$ cat src/logic/iopcn_pkg.sv
`default_nettype none
package iopcn_pkg;
    // Register offsets (word index on the plain register port)
    localparam logic [3:0] IOPCN_OFF_DIR    = 4'h0;
    localparam logic [3:0] IOPCN_OFF_LATCH  = 4'h1;
    localparam logic [3:0] IOPCN_OFF_PINS   = 4'h2;
    localparam logic [3:0] IOPCN_OFF_ODSEL  = 4'h3;
    localparam logic [3:0] IOPCN_OFF_ADCFG  = 4'h4;
    localparam logic [3:0] IOPCN_OFF_CNENA  = 4'h5;
    localparam logic [3:0] IOPCN_OFF_CNENB  = 4'h6;
    localparam logic [3:0] IOPCN_OFF_CNPUA  = 4'h7;
    localparam logic [3:0] IOPCN_OFF_CNPUB  = 4'h8;
    localparam logic [3:0] IOPCN_OFF_FAULTA = 4'h9;
    localparam logic [3:0] IOPCN_OFF_STATUS = 4'hA;
    localparam logic [3:0] IOPCN_OFF_MASK   = 4'hB;
    localparam logic [3:0] IOPCN_OFF_CTRL   = 4'hC;
    // Reset values
    localparam logic [15:0] IOPCN_RST_DIR    = 16'hFFFF;
    localparam logic [15:0] IOPCN_RST_ADCFG  = 16'h0000;
    localparam logic [4:0]  IOPCN_RST_FAULTA = 5'h1F;
    // Fault selector codes
    localparam logic [4:0]  IOPCN_FSEL_MAX   = 5'h19;
    localparam logic [4:0]  IOPCN_FSEL_GND   = 5'h1F;
    // Field positions, widths and pin counts
    localparam int IOPCN_ADCFG_W   = 13;
    localparam int IOPCN_STS_CN    = 0;
    localparam int IOPCN_CTRL_ADMD = 0;
    localparam int IOPCN_CN_MAX    = 31;
    localparam int IOPCN_RP_NUM    = 26;
endpackage
`default_nettype wire

$ cat src/logic/iopcn_port.sv
`timescale 1ns/1ps
`default_nettype none
// What this block does
// - Open-drain bit per pin: pin drives low only, floats instead of high.
// - Analog/digital configuration resets to zero: shared pins start analog.
// - Reading pin values returns zero for pins configured analog.
// - Digital-configured pins are not sampled by the converter.
// - Reads and bit operations on pin register see pin levels, not latch.
// - Enabled input pin change raises a change-notify interrupt request.
// - Change detection works in sleep with clocks stopped, to wake device.
// - Up to 31 change-notify inputs, count set by CN_W, limit set by package.
// - Two enable registers, one bit per change-notify pin.
// - Two pull-up registers, one bit per pin, enabling weak pull-up.
// - 5-bit selector routes remappable pin to fault A; 11111 grounds; reset ones.
// - Config one: digital, read enabled, mux grounded; zero: analog.
// - Converter disabled: configuration ignored, shared pins act digital.
module iopcn_port #(
    parameter int PIN_W = 16,
    parameter int CN_W  = 31,
    parameter int RP_W  = 26
) (
    // Clock and reset
    input  wire logic              clk,
    input  wire logic              rst_n,
    // Register port
    input  wire logic [3:0]        reg_addr,
    input  wire logic [15:0]       reg_wdata,
    input  wire logic              reg_wr,
    input  wire logic              reg_rd,
    output logic      [15:0]       reg_rdata,
    // Port pins
    input  wire logic [PIN_W-1:0]  pin_in,
    output logic      [PIN_W-1:0]  pin_out,
    output logic      [PIN_W-1:0]  pin_oe,
    // Analog side
    output logic      [iopcn_pkg::IOPCN_ADCFG_W-1:0] analog_sample_en,
    // Change notify pins
    input  wire logic [CN_W-1:0]   cn_in,
    output logic      [CN_W-1:0]   cn_pullup_en,
    // Remappable pins and fault A
    input  wire logic [RP_W-1:0]   rp_in,
    output logic                   capture_fault_a_input,
    // Interrupt and wake
    output logic                   irq,
    output logic                   cn_wake
);
    localparam int IOPCN_ADW = iopcn_pkg::IOPCN_ADCFG_W;

    // Elaboration checks: pins above the analog field must exist, since the
    // read mask fills them with ones, and the notify pins need both registers
    if (CN_W < 17 || CN_W > iopcn_pkg::IOPCN_CN_MAX) begin : g_bad_cn_w
        $error("CN_W out of range");
    end
    if (PIN_W <= IOPCN_ADW || PIN_W > 16) begin : g_bad_pin_w
        $error("PIN_W out of range");
    end
    if (RP_W != iopcn_pkg::IOPCN_RP_NUM) begin : g_bad_rp_w
        $error("RP_W must match selector range");
    end

    // Registers
    logic [PIN_W-1:0]     direction_control_ff;
    logic [PIN_W-1:0]     output_latch_ff;
    logic [PIN_W-1:0]     open_drain_select_ff;
    logic [IOPCN_ADW-1:0] analog_digital_config_low_ff;
    logic [15:0]          change_notify_enable_a_ff;
    logic [15:0]          change_notify_enable_b_ff;
    logic [15:0]          change_notify_pullup_a_ff;
    logic [15:0]          change_notify_pullup_b_ff;
    logic [4:0]           fault_a_pin_choice_ff;
    logic                 status_cn_ff;
    logic                 mask_cn_ff;
    logic                 converter_module_disable_ff;
    logic [CN_W-1:0]      cn_last_ff;
    logic [15:0]          reg_rdata_ff;
    logic                 fault_a_ff;

    // Decode
    wire wr_dir    = reg_wr && (reg_addr == iopcn_pkg::IOPCN_OFF_DIR);
    wire wr_latch  = reg_wr && (reg_addr == iopcn_pkg::IOPCN_OFF_LATCH);
    wire wr_pins   = reg_wr && (reg_addr == iopcn_pkg::IOPCN_OFF_PINS);
    wire wr_odsel  = reg_wr && (reg_addr == iopcn_pkg::IOPCN_OFF_ODSEL);
    wire wr_adcfg  = reg_wr && (reg_addr == iopcn_pkg::IOPCN_OFF_ADCFG);
    wire wr_cnena  = reg_wr && (reg_addr == iopcn_pkg::IOPCN_OFF_CNENA);
    wire wr_cnenb  = reg_wr && (reg_addr == iopcn_pkg::IOPCN_OFF_CNENB);
    wire wr_cnpua  = reg_wr && (reg_addr == iopcn_pkg::IOPCN_OFF_CNPUA);
    wire wr_cnpub  = reg_wr && (reg_addr == iopcn_pkg::IOPCN_OFF_CNPUB);
    wire wr_faulta = reg_wr && (reg_addr == iopcn_pkg::IOPCN_OFF_FAULTA);
    wire wr_mask   = reg_wr && (reg_addr == iopcn_pkg::IOPCN_OFF_MASK);
    wire wr_ctrl   = reg_wr && (reg_addr == iopcn_pkg::IOPCN_OFF_CTRL);
    wire rd_status = reg_rd && (reg_addr == iopcn_pkg::IOPCN_OFF_STATUS);

    // Effective digital mode per shared pin; disabled converter forces digital
    wire [IOPCN_ADW-1:0] pin_digital =
        analog_digital_config_low_ff | {IOPCN_ADW{converter_module_disable_ff}};
    wire [PIN_W-1:0] pin_digital_full =
        {{(PIN_W-IOPCN_ADW){1'b1}}, pin_digital};

    // Converter samples only analog pins; a digital pin's mux is grounded
    assign analog_sample_en = ~pin_digital;

    // Pin read path: analog pins read zero, digital pins read the pin itself
    wire [PIN_W-1:0] pin_read = pin_in & pin_digital_full;

    // Output drivers; open drain turns a high into a release
    assign pin_out = output_latch_ff & ~open_drain_select_ff;
    assign pin_oe  = ~direction_control_ff &
                     (~output_latch_ff | ~open_drain_select_ff);

    // Change-notify enables and pull-ups spread over the two register pairs
    wire [31:0] cn_en_all = {change_notify_enable_b_ff, change_notify_enable_a_ff};
    wire [31:0] cn_pu_all = {change_notify_pullup_b_ff, change_notify_pullup_a_ff};
    wire [CN_W-1:0] cn_en = cn_en_all[CN_W-1:0];
    assign cn_pullup_en = cn_pu_all[CN_W-1:0];

    // Change compare against last sample; combinational so wake needs no clock
    wire [CN_W-1:0] cn_diff = (cn_in ^ cn_last_ff) & cn_en;
    wire cn_event = |cn_diff;
    assign cn_wake = cn_event;

    // Fault A selector: codes above the pin range tie the input low; the
    // index is clamped so no code ever reads past the pin vector
    wire       fsel_valid = fault_a_pin_choice_ff <= iopcn_pkg::IOPCN_FSEL_MAX;
    wire [4:0] fsel_idx   = fsel_valid ? fault_a_pin_choice_ff : 5'h00;
    wire       fsel_pin   = rp_in[fsel_idx];
    wire nxt_fault_a = fsel_valid ? fsel_pin : 1'b0;
    assign capture_fault_a_input = fault_a_ff;

    // Sticky status: a new event wins over the read-clear
    wire nxt_status_cn = cn_event | (status_cn_ff & ~rd_status);
    assign irq = status_cn_ff & mask_cn_ff;

    // Per-register read values, zero-extended to the bus width
    wire [15:0] rv_dir    = 16'(direction_control_ff);
    wire [15:0] rv_latch  = 16'(output_latch_ff);
    wire [15:0] rv_pins   = 16'(pin_read);
    wire [15:0] rv_odsel  = 16'(open_drain_select_ff);
    wire [15:0] rv_adcfg  = 16'(analog_digital_config_low_ff);
    wire [15:0] rv_cnena  = change_notify_enable_a_ff;
    wire [15:0] rv_cnenb  = change_notify_enable_b_ff;
    wire [15:0] rv_cnpua  = change_notify_pullup_a_ff;
    wire [15:0] rv_cnpub  = change_notify_pullup_b_ff;
    wire [15:0] rv_faulta = 16'(fault_a_pin_choice_ff);
    wire [15:0] rv_status = 16'(status_cn_ff) << iopcn_pkg::IOPCN_STS_CN;
    wire [15:0] rv_mask   = 16'(mask_cn_ff) << iopcn_pkg::IOPCN_STS_CN;
    wire [15:0] rv_ctrl   = 16'(converter_module_disable_ff) << iopcn_pkg::IOPCN_CTRL_ADMD;

    // Read selects, one per mapped index
    wire sel_dir    = reg_addr == iopcn_pkg::IOPCN_OFF_DIR;
    wire sel_latch  = reg_addr == iopcn_pkg::IOPCN_OFF_LATCH;
    wire sel_pins   = reg_addr == iopcn_pkg::IOPCN_OFF_PINS;
    wire sel_odsel  = reg_addr == iopcn_pkg::IOPCN_OFF_ODSEL;
    wire sel_adcfg  = reg_addr == iopcn_pkg::IOPCN_OFF_ADCFG;
    wire sel_cnena  = reg_addr == iopcn_pkg::IOPCN_OFF_CNENA;
    wire sel_cnenb  = reg_addr == iopcn_pkg::IOPCN_OFF_CNENB;
    wire sel_cnpua  = reg_addr == iopcn_pkg::IOPCN_OFF_CNPUA;
    wire sel_cnpub  = reg_addr == iopcn_pkg::IOPCN_OFF_CNPUB;
    wire sel_faulta = reg_addr == iopcn_pkg::IOPCN_OFF_FAULTA;
    wire sel_status = reg_addr == iopcn_pkg::IOPCN_OFF_STATUS;
    wire sel_mask   = reg_addr == iopcn_pkg::IOPCN_OFF_MASK;
    wire sel_ctrl   = reg_addr == iopcn_pkg::IOPCN_OFF_CTRL;

    // AND-OR merge: the selects are one-hot, so no priority chain is built
    // and an unmapped index falls through to zero
    wire [15:0] nxt_rdata = ({16{sel_dir}}    & rv_dir)    |
                            ({16{sel_latch}}  & rv_latch)  |
                            ({16{sel_pins}}   & rv_pins)   |
                            ({16{sel_odsel}}  & rv_odsel)  |
                            ({16{sel_adcfg}}  & rv_adcfg)  |
                            ({16{sel_cnena}}  & rv_cnena)  |
                            ({16{sel_cnenb}}  & rv_cnenb)  |
                            ({16{sel_cnpua}}  & rv_cnpua)  |
                            ({16{sel_cnpub}}  & rv_cnpub)  |
                            ({16{sel_faulta}} & rv_faulta) |
                            ({16{sel_status}} & rv_status) |
                            ({16{sel_mask}}   & rv_mask)   |
                            ({16{sel_ctrl}}   & rv_ctrl);
    // Data stand only in the cycle after a read strobe, zero otherwise
    wire [15:0] nxt_reg_rdata = reg_rd ? nxt_rdata : 16'h0000;
    assign reg_rdata = reg_rdata_ff;

    // Next register values: a write replaces the field, otherwise it holds
    wire [PIN_W-1:0]     nxt_direction_control =
        wr_dir ? reg_wdata[PIN_W-1:0] : direction_control_ff;
    wire [PIN_W-1:0]     nxt_output_latch =
        (wr_latch || wr_pins) ? reg_wdata[PIN_W-1:0] : output_latch_ff;
    wire [PIN_W-1:0]     nxt_open_drain_select =
        wr_odsel ? reg_wdata[PIN_W-1:0] : open_drain_select_ff;
    wire [IOPCN_ADW-1:0] nxt_analog_digital_config_low =
        wr_adcfg ? reg_wdata[IOPCN_ADW-1:0] : analog_digital_config_low_ff;
    wire                 nxt_converter_module_disable =
        wr_ctrl ? reg_wdata[iopcn_pkg::IOPCN_CTRL_ADMD] : converter_module_disable_ff;
    wire [15:0]          nxt_change_notify_enable_a =
        wr_cnena ? reg_wdata : change_notify_enable_a_ff;
    wire [15:0]          nxt_change_notify_enable_b =
        wr_cnenb ? reg_wdata : change_notify_enable_b_ff;
    wire [15:0]          nxt_change_notify_pullup_a =
        wr_cnpua ? reg_wdata : change_notify_pullup_a_ff;
    wire [15:0]          nxt_change_notify_pullup_b =
        wr_cnpub ? reg_wdata : change_notify_pullup_b_ff;
    wire [4:0]           nxt_fault_a_pin_choice =
        wr_faulta ? reg_wdata[4:0] : fault_a_pin_choice_ff;
    wire                 nxt_mask_cn =
        wr_mask ? reg_wdata[iopcn_pkg::IOPCN_STS_CN] : mask_cn_ff;

    // Direction bits; reset leaves every pin an input so nothing is driven
    always_ff @(posedge clk or negedge rst_n) begin
        if (!rst_n) begin
            direction_control_ff <= iopcn_pkg::IOPCN_RST_DIR[PIN_W-1:0];
        end else begin
            direction_control_ff <= nxt_direction_control;
        end
    end

    // Output latch; a write to the pin register lands here as well
    always_ff @(posedge clk or negedge rst_n) begin
        if (!rst_n) begin
            output_latch_ff <= '0;
        end else begin
            output_latch_ff <= nxt_output_latch;
        end
    end

    // Open-drain select per pin
    always_ff @(posedge clk or negedge rst_n) begin
        if (!rst_n) begin
            open_drain_select_ff <= '0;
        end else begin
            open_drain_select_ff <= nxt_open_drain_select;
        end
    end

    // Analog/digital configuration; shared pins start analog
    always_ff @(posedge clk or negedge rst_n) begin
        if (!rst_n) begin
            analog_digital_config_low_ff <= iopcn_pkg::IOPCN_RST_ADCFG[IOPCN_ADW-1:0];
        end else begin
            analog_digital_config_low_ff <= nxt_analog_digital_config_low;
        end
    end

    // Converter disable; while set the configuration above is ignored
    always_ff @(posedge clk or negedge rst_n) begin
        if (!rst_n) begin
            converter_module_disable_ff <= 1'b0;
        end else begin
            converter_module_disable_ff <= nxt_converter_module_disable;
        end
    end

    // Change-notify enables, low pins
    always_ff @(posedge clk or negedge rst_n) begin
        if (!rst_n) begin
            change_notify_enable_a_ff <= 16'h0000;
        end else begin
            change_notify_enable_a_ff <= nxt_change_notify_enable_a;
        end
    end

    // Change-notify enables, high pins
    always_ff @(posedge clk or negedge rst_n) begin
        if (!rst_n) begin
            change_notify_enable_b_ff <= 16'h0000;
        end else begin
            change_notify_enable_b_ff <= nxt_change_notify_enable_b;
        end
    end

    // Weak pull-ups, low pins; software must drop them on driven pins
    always_ff @(posedge clk or negedge rst_n) begin
        if (!rst_n) begin
            change_notify_pullup_a_ff <= 16'h0000;
        end else begin
            change_notify_pullup_a_ff <= nxt_change_notify_pullup_a;
        end
    end

    // Weak pull-ups, high pins
    always_ff @(posedge clk or negedge rst_n) begin
        if (!rst_n) begin
            change_notify_pullup_b_ff <= 16'h0000;
        end else begin
            change_notify_pullup_b_ff <= nxt_change_notify_pullup_b;
        end
    end

    // Last-level store follows every pin so enabling later starts clean;
    // with the clock stopped it holds, which keeps the wake compare alive
    always_ff @(posedge clk or negedge rst_n) begin
        if (!rst_n) begin
            cn_last_ff <= '0;
        end else begin
            cn_last_ff <= cn_in;
        end
    end

    // Fault selector code; reset grounds the fault input
    always_ff @(posedge clk or negedge rst_n) begin
        if (!rst_n) begin
            fault_a_pin_choice_ff <= iopcn_pkg::IOPCN_RST_FAULTA;
        end else begin
            fault_a_pin_choice_ff <= nxt_fault_a_pin_choice;
        end
    end

    // Selected fault level, one cycle late to keep the output registered
    always_ff @(posedge clk or negedge rst_n) begin
        if (!rst_n) begin
            fault_a_ff <= 1'b0;
        end else begin
            fault_a_ff <= nxt_fault_a;
        end
    end

    // Sticky change status; a change in the read cycle survives the clear
    always_ff @(posedge clk or negedge rst_n) begin
        if (!rst_n) begin
            status_cn_ff <= 1'b0;
        end else begin
            status_cn_ff <= nxt_status_cn;
        end
    end

    // Interrupt mask, same layout as the status register
    always_ff @(posedge clk or negedge rst_n) begin
        if (!rst_n) begin
            mask_cn_ff <= 1'b0;
        end else begin
            mask_cn_ff <= nxt_mask_cn;
        end
    end

    // Read data register; the status read sees the value before its clear
    always_ff @(posedge clk or negedge rst_n) begin
        if (!rst_n) begin
            reg_rdata_ff <= 16'h0000;
        end else begin
            reg_rdata_ff <= nxt_reg_rdata;
        end
    end
endmodule // iopcn_port
`default_nettype wire

$ cat config.mk
export PLATFORM = sky130hd
export DESIGN_NAME = iopcn_port
export DESIGN_NICKNAME = d
export VERILOG_FILES = /design/src/logic/iopcn_pkg.sv /design/src/logic/iopcn_port.sv
export SDC_FILE = /design/constraint.sdc
export NUM_CORES = 1
export LEC_CHECK = 0
export BUFFER_PORTS_ARGS = -buffer_cell sky130_fd_sc_hd__buf_4
export CAP_MARGIN = 20
export CORE_MARGIN = 4
export CORE_UTILIZATION = 40
export CTS_CLUSTER_DIAMETER = 60
export DETAILED_ROUTE_END_ITERATION = 12
export HOLD_SLACK_MARGIN = 0.08
export SLEW_MARGIN = 20
export SYNTH_ARGS = -nofsm -noshare
export SYNTH_HDL_FRONTEND = slang
export SYNTH_SLANG_ARGS = --single-unit
$ cat constraint.sdc
create_clock -name clk -period 2.15 [get_ports clk]
set_input_delay 0.215 -clock clk [delete_from_list [all_inputs] [get_ports clk]]
set_output_delay 0.215 -clock clk [all_outputs]
set_load 0.02 [all_outputs]
**Word-level counts from Yosys, hierarchy flattened**

Cells that the tools add are included.

- Equal/unequal tests: 12
- Muxes and demuxes: 5
- $lt $le $gt $ge: 2
- Reductions and logical operators: 16
- Bitwise gates (word level): 40

Operator list:

| kind | count |
|---|---|
| 16-bit OR | 13 |
| 16-bit bitwise AND | 11 |
| 16-bit by 1-bit bitwise AND with 16-bit output | 3 |
| 16-bit NOT | 3 |
| 31-bit bitwise AND | 1 |
| 31-bit OR reduction | 1 |
| 31-bit XOR | 1 |
| 4-bit == test, second input constant | 5 |
| 16-bit by 13-bit bitwise AND with 16-bit output | 1 |
| 16-bit by 5-bit bitwise AND with 16-bit output | 1 |
| 4-bit by 3-bit == test with 1-bit output, second input constant | 4 |
| 16-bit 2-to-1 mux | 1 |
| 1-bit logical AND | 13 |
| 13-bit NOT | 1 |
| 13-bit OR | 1 |
| 4-bit by 2-bit == test with 1-bit output, second input constant | 2 |
| 5-bit by 6-bit < comparator with 1-bit output, second input constant | 1 |
| 1-bit binary-select mux with 5-bit select | 1 |
| 5-bit less-or-equal comparator, second input constant | 1 |
| 5-bit 2-to-1 mux | 1 |
| 4-bit by 1-bit == test with 1-bit output, second input constant | 1 |
| 4-bit zero test | 1 |
| 1-bit bitwise AND | 2 |
| 1-bit 2-to-1 mux | 2 |
| other kinds (3) | 3 |

- Bits of input ports: 97
- Output and inout port bits: 95
- Bits in registers: 181
- Word-level logic and storage cells: 90

**Logic depth before layout (Yosys ltp)**

Gate-level depths: netlist of the first run.

- Word-level depth: 15
- Depth in mapped cells: 8
- Depth with buffers taken out: 5

**Worst setup path before layout of the first run**

No wires, ideal clock.

- Path kind: reg-to-reg
- From: register fault_a_pin_choice_ff[1]
- To: register fault_a_ff (netlist: capture_fault_a_input)
- Path buffers: 2
- Setup time: 133 ps
- Data required time: 2,017 ps
- Clock period less this slack: 1,796 ps
- Arrival time: 1,663 ps
- Slack: 354 ps
- Stages on the path, launching flop included: 8
- Path through: dfstp_2 -> clkbuf_1 -> clkbuf_1 -> mux4_2 -> nor2_1 -> a21oi_1 -> a21oi_1 -> a32oi_1

- Word-level cells in the longest chain between the ends: 5

RTL lines:

| element | RTL line | source |
|---|---|---|
| from (decl) | iopcn_port.sv:70 | `logic [4:0] fault_a_pin_choice_ff;` |
| from (signal assigned) | iopcn_port.sv:300 | `fault_a_pin_choice_ff <= iopcn_pkg::IOPCN_RST_FAULTA;` |
| from (signal assigned) | iopcn_port.sv:302 | `fault_a_pin_choice_ff <= nxt_fault_a_pin_choice;` |
| 5-bit less-or-equal comparator | iopcn_port.sv:123 | `wire fsel_valid = fault_a_pin_choice_ff <= iopcn_pkg::IOPCN_FSEL_MAX;` |
| 5-bit 2-to-1 mux | iopcn_port.sv:124 | `wire [4:0] fsel_idx = fsel_valid ? fault_a_pin_choice_ff : 5'h00;` |
| 1-bit binary-select mux with 5-bit select | iopcn_port.sv:125 | `wire fsel_pin = rp_in[fsel_idx];` |
| 1-bit 2-to-1 mux (not written as such) | iopcn_port.sv:125 |  |
| 1-bit 2-to-1 mux * | iopcn_port.sv:126 | `wire nxt_fault_a = fsel_valid ? fsel_pin : 1'b0;` |
| net nxt_fault_a | iopcn_port.sv:126 |  |
| to (signal assigned) | iopcn_port.sv:311 | `fault_a_ff <= nxt_fault_a;` |
| to (decl) | iopcn_port.sv:76 | `logic fault_a_ff;` |

The timed path passes the listed nets; every way through them passes the cells marked *. The select of a mux whose other input is x is not followed.
A chain may end at the register's enable or synchronous reset.

**Worst setup path after layout of the first run**

- From: input port cn_in[15]
- To: output port cn_wake

- Word-level cells in the longest chain between the ends: 3

RTL lines:

| element | RTL line | source |
|---|---|---|
| from (decl) | iopcn_port.sv:38 | `input wire logic [CN_W-1:0] cn_in,` |
| 31-bit XOR | iopcn_port.sv:117 | `wire [CN_W-1:0] cn_diff = (cn_in ^ cn_last_ff) & cn_en;` |
| 31-bit bitwise AND | iopcn_port.sv:117 |  |
| 31-bit OR reduction | iopcn_port.sv:118 | `wire cn_event = \|cn_diff;` |
| to (decl) | iopcn_port.sv:45 | `output logic cn_wake` |

Every way passes these cells.

==> results of run 1 <==
-- power by group through the flow --
stage | Clock, mW | Combinational (mW) | Sequential [mW]
floorplan | 0 | 1.71 | 4.68
global placement | 0 | 2.82 | 4.88
detailed placement | 0 | 2.87 | 4.91
CTS | 3.17 | 2.94 | 4.85
global route | 3.32 | 3.14 | 4.95
finish | 3.10 | 2.91 | 4.87
-- logic make-up after synthesis --
kind of cell	count (synthesis)
simple gates	107
mux	144
compound gates	140
buf+inv	52
xor+xnor	31
flops	181
-- layout make-up --
cell class,instances,area (um^2)
clock buffer,17,425
multi-input combinational,422,3620
tap,270,338
fill,1770,9300
inverter,3,11.3
timing repair buffer,255,2090
sequential,181,4560
clock inverter,15,159
-- sequential cells by signal, indices dropped and copies added (netlist names), 16 cells and up --
signal / flops
output_latch_ff: 16
direction_control_ff: 16
open_drain_select_ff: 16
change_notify_pullup_b_ff: 16
change_notify_pullup_a_ff: 16
cn_last_ff: 31
change_notify_enable_b_ff: 16
change_notify_enable_a_ff: 16
reg_rdata: 16
-- metal layers --
metal  GRT usage, %  wire length [um]
met3           5.48              1950
met1           30.0             11000
met5              0                 0
met2           36.6             12700
met4           6.85               597
-- critical path: stages --
cell and delay (ns):
dlygate4sd3_1 0.54, buf_4 0.14, xor2_1 0.13, a22oi_1 0.32, nand4_1 0.16, nor2_2 0.18
nand2_1 0.10, buf_6 0.14
-- worst paths after layout --
check                                                                 end  slack [ns]  cells after the start
max in group asynchronous            direction_control_ff[13]$_DFFE_PN1P_        1.05                      3
worst max register to register            capture_fault_a_input$_DFF_PN0_        0.30                      5
min in group asynchronous                        cn_last_ff[15]$_DFF_PN0_        0.32                      2
worst min-delay path             change_notify_enable_b_ff[9]$_DFFE_PN0P_         0.1                      2
worst max-delay path                                              cn_wake        0.01                      8
worst min register to register  change_notify_pullup_b_ff[15]$_DFFE_PN0P_        0.52                      1
-- timing repair --
action,4_1_cts,5_1_grt
endpoints found under the hold margin,117,0
resized for setup,1,3
hold buffers,41,0
setup buffers,0,0
endpoints found under the setup margin,1,1
pin swaps,0,4
-- cells in the final DEF, fill, tap and decap left out, types with 6 or more instances in the layout --
cell type      count
buf_4            207
dfrtp_1          160
mux2_2           126
a22oi_1           54
dlygate4sd3_1     41
xor2_1            31
a21oi_1           27
nor2b_1           24
dfstp_2           21
nor2_1            18
nand2_1           17
clkbuf_16         17
a222oi_1          10
mux2_4            10
mux2i_1            7
and3_1             7
a21o_1             7
o21ai_0            6
==> summary.txt, run 1 <==
Finish-stage setup viols -> 0
Sw frac -> 33.2%
First-pass GRT wire length -> 41000 um
Post-synthesis compound-gate area fraction -> 12.1%
Critical Path RT -> 1.93 ns
CTS H-tree depth -> 4
Mapped Cells -> 655
Fin nets -> 977
Hold Slack -> 0.0988 ns
Post-DR vias/cell -> 5.56
Clock buffer count from CTS -> 17
Synth top cells by count -> dfrtp_1 (160), mux2_2 (126), a22oi_1 (55), xor2_1 (31), a21oi_1 (27)
Row count -> 52
Post-synthesis mux area share -> 19.6%
Post-route design area -> 11200 um^2
Post-synthesis async set-or-reset flop share -> 100%
Mapped cell area -> 8460 um^2
Final TNS setup -> 0 ns
Root Driver -> clkbuf_16
Status -> completed
Die Ht -> 153 um
Critical path class -> in -> out
Starting Density -> 41.3%
Mean Syn Cell Area -> 12.9 um^2
RSZ-0062 raised after global routing -> true
Number of synthesized flops with an enable pin -> 0
Syn. warnings -> 0
Cell taking the most area after synthesis -> dfrtp_1
Power Total -> 10.9 mW
Gr usage total -> 22.5%
Core Region -> 20500 um^2
Final hold viol count -> 0
Placed cell area -> 10200 um^2
Final wirelength -> 26200 um
CP startpoint -> cn_in[15]
Library cells used by synthesis -> 58
Setup crit start kind -> input pin
Internal power -> 7.27 mW
Slew HR -> 34.9%
Xor/xnor share of the synthesized area -> 3.21%
Top_reg_cell synth -> dfrtp_1
Sequential power share -> 44.7%
I/O pin total -> 192
Clock Power Share -> 28.5%
Wire length per cell -> 22.5 um
Drt pass-1 iters -> 5
Critical path arrival -> 1.92 ns
DR vias -> 6463
Slew Viols, Final -> 0
Final worst path period share -> 99.4%
Pin count of the biggest net entering global routing -> 57
# clock sinks -> 181
DP Worst Slack -> 0.250 ns
Worst ir drop on vdd -> 0.000488 V
Synth top area share -> 47.3%
Inst Count DP -> 1091
Min-delay worst type -> in -> reg
Layout cell share with drive strength beyond 1 -> 47.5%
Worst-Skew Late Latency -> 0.43 ns
Largest family of logic cells by synthesized area -> multiplexers
Yosys reg bits -> 181
Clock skew -> 0.0102 ns
Max cap viols -> 0
Register area share after synthesis -> 53.8%
Worst-path maximum fanout -> 2
Total grt overflow -> 0
Worst slew pin tran -> 0.977 ns
Net Count, Synth -> 752
Initial antenna violation count -> 0
DP Wirelength -> 19100 um
Post-Synth Simple-Gate Area -> 7.75%
CTS tree -> built
Die width -> 153 um
Count leader, synth -> dfrtp_1
Comb power frac -> 26.8%
Final Non-Filler Cells -> 1163
Final ANT Viol Nets -> 0
Initial DRC Count -> 466
Synth Area in Adders -> 0%
Clock Path Buffers -> 2
Area growth syn-to-layout -> 32.3%
Power density over cell area -> 972 nW/um^2
I/O Buffers -> 191
Residual DRC -> 0
Leakage -> 5.08 nW
Final setup margin -> 0.0125 ns
Final core occ -> 54.6%
Maximum operating frequency -> 0.468 GHz
Synth top area cells -> dfrtp_1 (47%), mux2_2 (17%), dfstp_2 (6.5%)
Psw -> 3.61 mW
Tmin final -> 2.14 ns
Vias in the first global route -> 7085
Worst setup EP type -> output port
ANT cells -> 0
Reg clk slew, reported paths -> 0.07 ns
R2r startpoint -> fault_a_pin_choice_ff[0]$_DFFE_PN1P_
Final Wtd Congestion -> 0.922
Hold Crit Start -> reg_wdata[9]
Total die area -> 23500 um^2
Power figures use the tool's default switching activity.
==> inputs of run 2 (changes only) <==
--- a/config.mk
+++ b/config.mk
@@ -5,6 +5,7 @@
 export SDC_FILE = /design/constraint.sdc
 export NUM_CORES = 1
 export LEC_CHECK = 0
+export ABC_AREA = 1
 export BUFFER_PORTS_ARGS = -buffer_cell sky130_fd_sc_hd__buf_4
 export CAP_MARGIN = 20
 export CORE_MARGIN = 4
==> run 2 against run 1 <==
Compared with the run above: setup slack got worse by 0.0027 ns; synthesized cell count rose by 49%; register-to-register slack got worse by 0.21 ns; die area fell by 2.1%; wire length rose by 1.1%; area after synthesis fell by 2.2%; power barely moved; count of clock-buffer cells in the layout rose by 7; critical endpoint unchanged; largest power group unchanged.
==> summary.txt, run 2 <==
Reg clk slew, reported paths -> 0.07 ns
Cell taking the most area after synthesis -> dfrtp_1
Library cells used by synthesis -> 35
Starting Density -> 40.8%
Syn. warnings -> 0
Slowest-stage cell, CP -> dlygate4sd3_1
Critical path class -> in -> out
Final Wtd Congestion -> 0.892
Leakage -> 5.47 nW
CTS H-tree depth -> 4
I/O pin total -> 192
Most common cell after layout, fill and taps aside -> nand2_1
Final worst path period share -> 99.5%
Max reg flops -> 31
Slew Viols, Final -> 0
Fin nets -> 1310
Layout cell share with drive strength beyond 1 -> 25.1%
Synth top area share -> 48.4%
Clock buffer count from CTS -> 17
Area growth syn-to-layout -> 35.5%
Synth top area cells -> dfrtp_1 (48%), nand2_1 (13%), o21ai_0 (10%)
Clock skew -> 0.00684 ns
Final hold viol count -> 0
Synth top cells by count -> nand2_1 (276), o21ai_0 (166), dfrtp_1 (160), inv_1 (70), nor2_1 (57)
Clock Path Buffers -> 2
Yosys reg bits -> 181
Pin count of the biggest net entering global routing -> 55
Row count -> 52
Worst path top cell family by delay -> buffers and inverters
DR WL met3 -> 1630 um
RSZ-0062 raised after global routing -> true
Top Layer Used -> met4
Worst-path maximum fanout -> 3
Initial antenna violation count -> 0
Slew HR -> 53.4%
Min-delay worst type -> in -> reg
Register bank with the most flops -> cn_last_ff
Fillers -> 1916
Register area share after synthesis -> 55.0%
# clock sinks -> 181
Max cap viols -> 0
Worst slew pin tran -> 0.699 ns
Number of synthesized flops with an enable pin -> 0
Inst Count DP -> 1410
DP Worst Slack -> 0.377 ns
Post-synthesis async set-or-reset flop share -> 100%
Mean Syn Cell Area -> 8.46 um^2
Commonest non-fill, non-tap cells in the layout -> nand2_1 (276), buf_4 (214), dfrtp_1 (160)
Final Non-Filler Cells -> 1496
Top_reg_cell synth -> dfrtp_1
Mapped cell area -> 8280 um^2
Residual DRC -> 0
M1 WL -> 11900 um
Die width -> 152 um
Wire length per cell -> 17.7 um
Vias in the first global route -> 7477
Status -> completed
Total grt overflow -> 0
Final core occ -> 55.3%
Setup crit start kind -> input pin
Gr usage total -> 22.8%
Critical Path RT -> 1.93 ns
Worst path max stage delay -> 0.55 ns
CP cell instances -> dlygate4sd3_1 > buf_6 > o21ai_2 > a21oi_2 > nor3_2 > nand4_1 > nor2_2 > nand2_1 > buf_6
Root Driver -> clkbuf_16
Worst-Skew Late Latency -> 0.43 ns
First-pass GRT wire length -> 41800 um
Drt pass-1 iters -> 5
Mapped Cells -> 979
Final ANT Viol Nets -> 0
Critical path arrival -> 1.93 ns
Post-DR vias/cell -> 5.02
Power density over cell area -> 971 nW/um^2
Initial DRC Count -> 566
Final setup margin -> 0.00982 ns
Net Count, Synth -> 1076
Tmin final -> 2.14 ns
Die Ht -> 152 um
DR vias -> 7504
DP Wirelength -> 19800 um
ANT cells -> 0
Worst setup EP type -> output port
Count leader, synth -> nand2_1
Maximum operating frequency -> 0.467 GHz
I/O Buffers -> 191
Core Region -> 20300 um^2
Final wirelength -> 26500 um
CTS tree -> built
WP buf/inv -> 3
Worst ir drop on vdd -> 0.000622 V
Most common cell on crit path -> buf_6
WL met2 -> 12400 um
Total die area -> 23100 um^2
Finish-stage setup viols -> 0
[run 2: cell types whose count changed after synthesis, moves of 32 or more]
| cell | change |
|---|---|
| mux2_2 | -126 |
| o21ai_0 | +160 |
| nor2_1 | +37 |
| inv_1 | +67 |
| nand2_1 | +259 |
| a22oi_1 | -55 |
| nand3_1 | +32 |
[run 2: cells by family after synthesis]
group	share of synthesized area, %
and+or+nand+nor	20.6
xor gates and xnor gates	0.635
AOI/OAI and AO/OA	16.8
buffers and inverters	7.00
DFF	55.0
[run 2: where the power goes]
group          total, mW  internal [mW]  switching (mW)
sequential          4.60           4.05           0.550
clock               3.49           2.19            1.31
combinational       2.79           1.18            1.61
total               10.9           7.42            3.47
[run 2: worst paths after layout]
path                            slack (ns)  cells past startpoint                                        to                                     start
worst max-delay path                  0.01                      9                                   cn_wake                                  cn_in[7]
worst min-delay path                  0.09                      1                   cn_last_ff[9]$_DFF_PN0_                                  cn_in[9]
worst max register to register        0.09                     12                    status_cn_ff$_DFF_PN0_                  cn_last_ff[30]$_DFF_PN0_
worst min register to register        0.49                      2  change_notify_enable_b_ff[5]$_DFFE_PN0P_  change_notify_enable_b_ff[5]$_DFFE_PN0P_
max in group asynchronous             1.19                      3      direction_control_ff[13]$_DFFE_PN1P_                                     rst_n
min in group asynchronous             0.26                      2                    reg_rdata[7]$_DFF_PN0_                                     rst_n
[run 2: through the flow]
step / cell area (um^2) / total power, mW / setup TNS [ns] / hold WS (ns)
detailed placement: 9950 / 7.32 / 0 / 0.147
floorplan: 8280 / 6.06 / 0 / -0.0806
global placement: 9950 / 7.28 / 0 / 0.147
global route: 11200 / 11.5 / -0.0690 / 0.0998
CTS: 11200 / 10.9 / 0 / 0.0867
finish: 11200 / 10.9 / 0 / 0.0894
[run 2: cell type report]
type	instances	area, um^2	area share (%)
clock buffer	24	492	4.38
inverter	75	282	2.51
clock inverter	8	169	1.51
timing repair buffer	268	2180	19.4
multi-input combinational	670	3210	28.6
sequential	181	4560	40.6
tap	270	338	3.01
[run 2: what timing repair did]
item                                    CTS  global route
hold buffers                             49             0
endpoints found under the setup margin    1             2
pin swaps                                 4            10
hold endpoints to repair                112             0
resized for setup                         2            27
buffers inserted                          7             0
[run 2: metal layers]
layer / vias to the layer above / GRT usage [%]
met5: - / 0
met4: 0 / 6.12
met2: 245 / 36.5
met1: 3528 / 31.5
met3: 32 / 5.43
li1: 3699 / -
==> inputs of run 3 (changes only) <==
--- a/config.mk
+++ b/config.mk
@@ -7,12 +7,12 @@
 export LEC_CHECK = 0
 export ABC_AREA = 1
 export BUFFER_PORTS_ARGS = -buffer_cell sky130_fd_sc_hd__buf_4
-export CAP_MARGIN = 20
 export CORE_MARGIN = 4
 export CORE_UTILIZATION = 40
 export CTS_CLUSTER_DIAMETER = 60
 export DETAILED_ROUTE_END_ITERATION = 12
 export HOLD_SLACK_MARGIN = 0.08
+export RECOVER_POWER = 50
 export SLEW_MARGIN = 20
 export SYNTH_ARGS = -nofsm -noshare
 export SYNTH_HDL_FRONTEND = slang
==> run 3 against run 2 <==
Compared with the run above: via count hardly changed; wire length stayed put; fmax stayed put.
==> summary.txt, run 3 (synthesis gave the netlist of run 2 again) <==
Commonest non-fill, non-tap cells in the layout -> nand2_1 (276), buf_4 (214), dfrtp_1 (160)
Vias in the first global route -> 7477
Tmin final -> 2.14 ns
Clock skew -> 0.00684 ns
Total die area -> 23100 um^2
DP Worst Slack -> 0.377 ns
Worst slew pin tran -> 0.699 ns
RSZ-0062 raised after global routing -> true
CTS tree -> built
Initial antenna violation count -> 0
Critical path arrival -> 1.93 ns
Total grt overflow -> 0
Comb power frac -> 25.6%
Clock Path Buffers -> 2
Register bank with the most flops -> cn_last_ff
Reg clk slew, reported paths -> 0.07 ns
Post-DR vias/cell -> 5.02
Clock Power Share -> 32.1%
Worst-Skew Late Latency -> 0.43 ns
Wire length per cell -> 17.7 um
Internal power -> 7.42 mW
Initial DRC Count -> 566
Die width -> 152 um
Worst path max stage delay -> 0.55 ns
Worst ir drop on vdd -> 0.000622 V
First-pass GRT wire length -> 41800 um
Fin nets -> 1310
Worst-path maximum fanout -> 3
Critical path class -> in -> out
Final core occ -> 55.3%
Final ANT Viol Nets -> 0
Maximum operating frequency -> 0.467 GHz
DR vias -> 7505
ANT cells -> 0
I/O pin total -> 192
Layout cell share with drive strength beyond 1 -> 25.1%
R2R Setup Slk -> 0.09 ns
Critical Path RT -> 1.93 ns
Final wirelength -> 26500 um
Status -> completed
Final worst path period share -> 99.5%
Worst setup EP type -> output port
Slew HR -> 53.4%
Die Ht -> 152 um
Final TNS setup -> 0 ns
WP buf/inv -> 3
Residual DRC -> 0
Power density over cell area -> 971 nW/um^2
Clock buffer count from CTS -> 17
Slew Viols, Final -> 0
CTS H-tree depth -> 4
Row count -> 52
# clock sinks -> 181
Leakage -> 5.47 nW
CP cell instances -> dlygate4sd3_1 > buf_6 > o21ai_2 > a21oi_2 > nor3_2 > nand4_1 > nor2_2 > nand2_1 > buf_6
Power Total -> 10.9 mW
Drt pass-1 iters -> 5
Sw frac -> 31.9%
Worst path top cell family by delay -> buffers and inverters
Final hold viol count -> 0
Most common cell after layout, fill and taps aside -> nand2_1
DP Wirelength -> 19800 um
Psw -> 3.47 mW
I/O Buffers -> 191
Gr usage total -> 22.8%
Max reg flops -> 31
Sequential power share -> 42.3%
Min-delay worst type -> in -> reg
Slowest-stage cell, CP -> dlygate4sd3_1
Pin count of the biggest net entering global routing -> 55
Final setup margin -> 0.00982 ns
Starting Density -> 40.8%
Root Driver -> clkbuf_16
Most common cell on crit path -> buf_6
Final Wtd Congestion -> 0.892
Max cap viols -> 0
Core Region -> 20300 um^2
Setup crit start kind -> input pin
Area growth syn-to-layout -> 35.5%
Finish-stage setup viols -> 0
-- run 3: power by group through the flow --
stage          Sequential (mW)  Clock, mW  Combinational [mW]
6_report                  4.60       3.49                2.79
5_1_grt                   4.69       3.70                3.08
4_1_cts                   4.59       3.54                2.79
3_5_place_dp              4.65          0                2.67
3_3_place_gp              4.64          0                2.64
2_1_floorplan             4.55          0                1.50
-- run 3: worst register-to-register path, stage by stage, from the launching register on --
cell and delay, ns:
dfrtp_1 0.37, or2_2 0.29, a32oi_1 0.19, nand4_1 0.19
nor2_2 0.17, buf_4 0.12, buf_4 0.10, buf_4 0.10
buf_4 0.09, buf_4 0.09, buf_4 0.09, buf_4 0.09
nand3_1 0.06
-- run 3: per-stage QoR --
step                hold WS (ns)  cells  instance area [um^2]
floorplan                -0.0806    979                  8280
global placement           0.147   1410                  9950
detailed placement         0.147   1410                  9950
CTS                       0.0867   1498                 11200
global route              0.0998   1496                 11200
finish                    0.0894   1496                 11200
-- run 3: path summary, 6_finish.rpt --
check | from | end | cells past startpoint
max reg2reg | cn_last_ff[30]$_DFF_PN0_ | status_cn_ff$_DFF_PN0_ | 12
min in group asynchronous | rst_n | reg_rdata[7]$_DFF_PN0_ | 2
max | cn_in[7] | cn_wake | 9
min | cn_in[9] | cn_last_ff[9]$_DFF_PN0_ | 1
max in group asynchronous | rst_n | direction_control_ff[13]$_DFFE_PN1P_ | 3
min reg2reg | change_notify_enable_b_ff[5]$_DFFE_PN0P_ | change_notify_enable_b_ff[5]$_DFFE_PN0P_ | 2
-- run 3: final cells by class --
type,instances,area [um^2]
inverter,75,282
clock buffer,24,492
fill,1916,9080
sequential,181,4560
timing repair buffer,268,2180
multi-input combinational,670,3210
clock inverter,8,169
tap,270,338
-- run 3: repair_timing --
action                     in CTS  in global routing
setup endpoints to repair       1                  2
hold endpoints to repair      112                  0
hold buffers                   49                  0
buffers inserted                7                  0
pin swaps                       4                 10
gates resized for setup         2                 27
-- run 3: routing by layer --
layer	vias up	part of all wire (%)	track usage [%]	wire (um)
li1	3699	-	-	-
met1	3529	45	31.5	11900
met2	245	47	36.5	12400
met3	32	6.2	5.43	1630
met4	0	1.9	6.12	499
met5	-	0	0	0
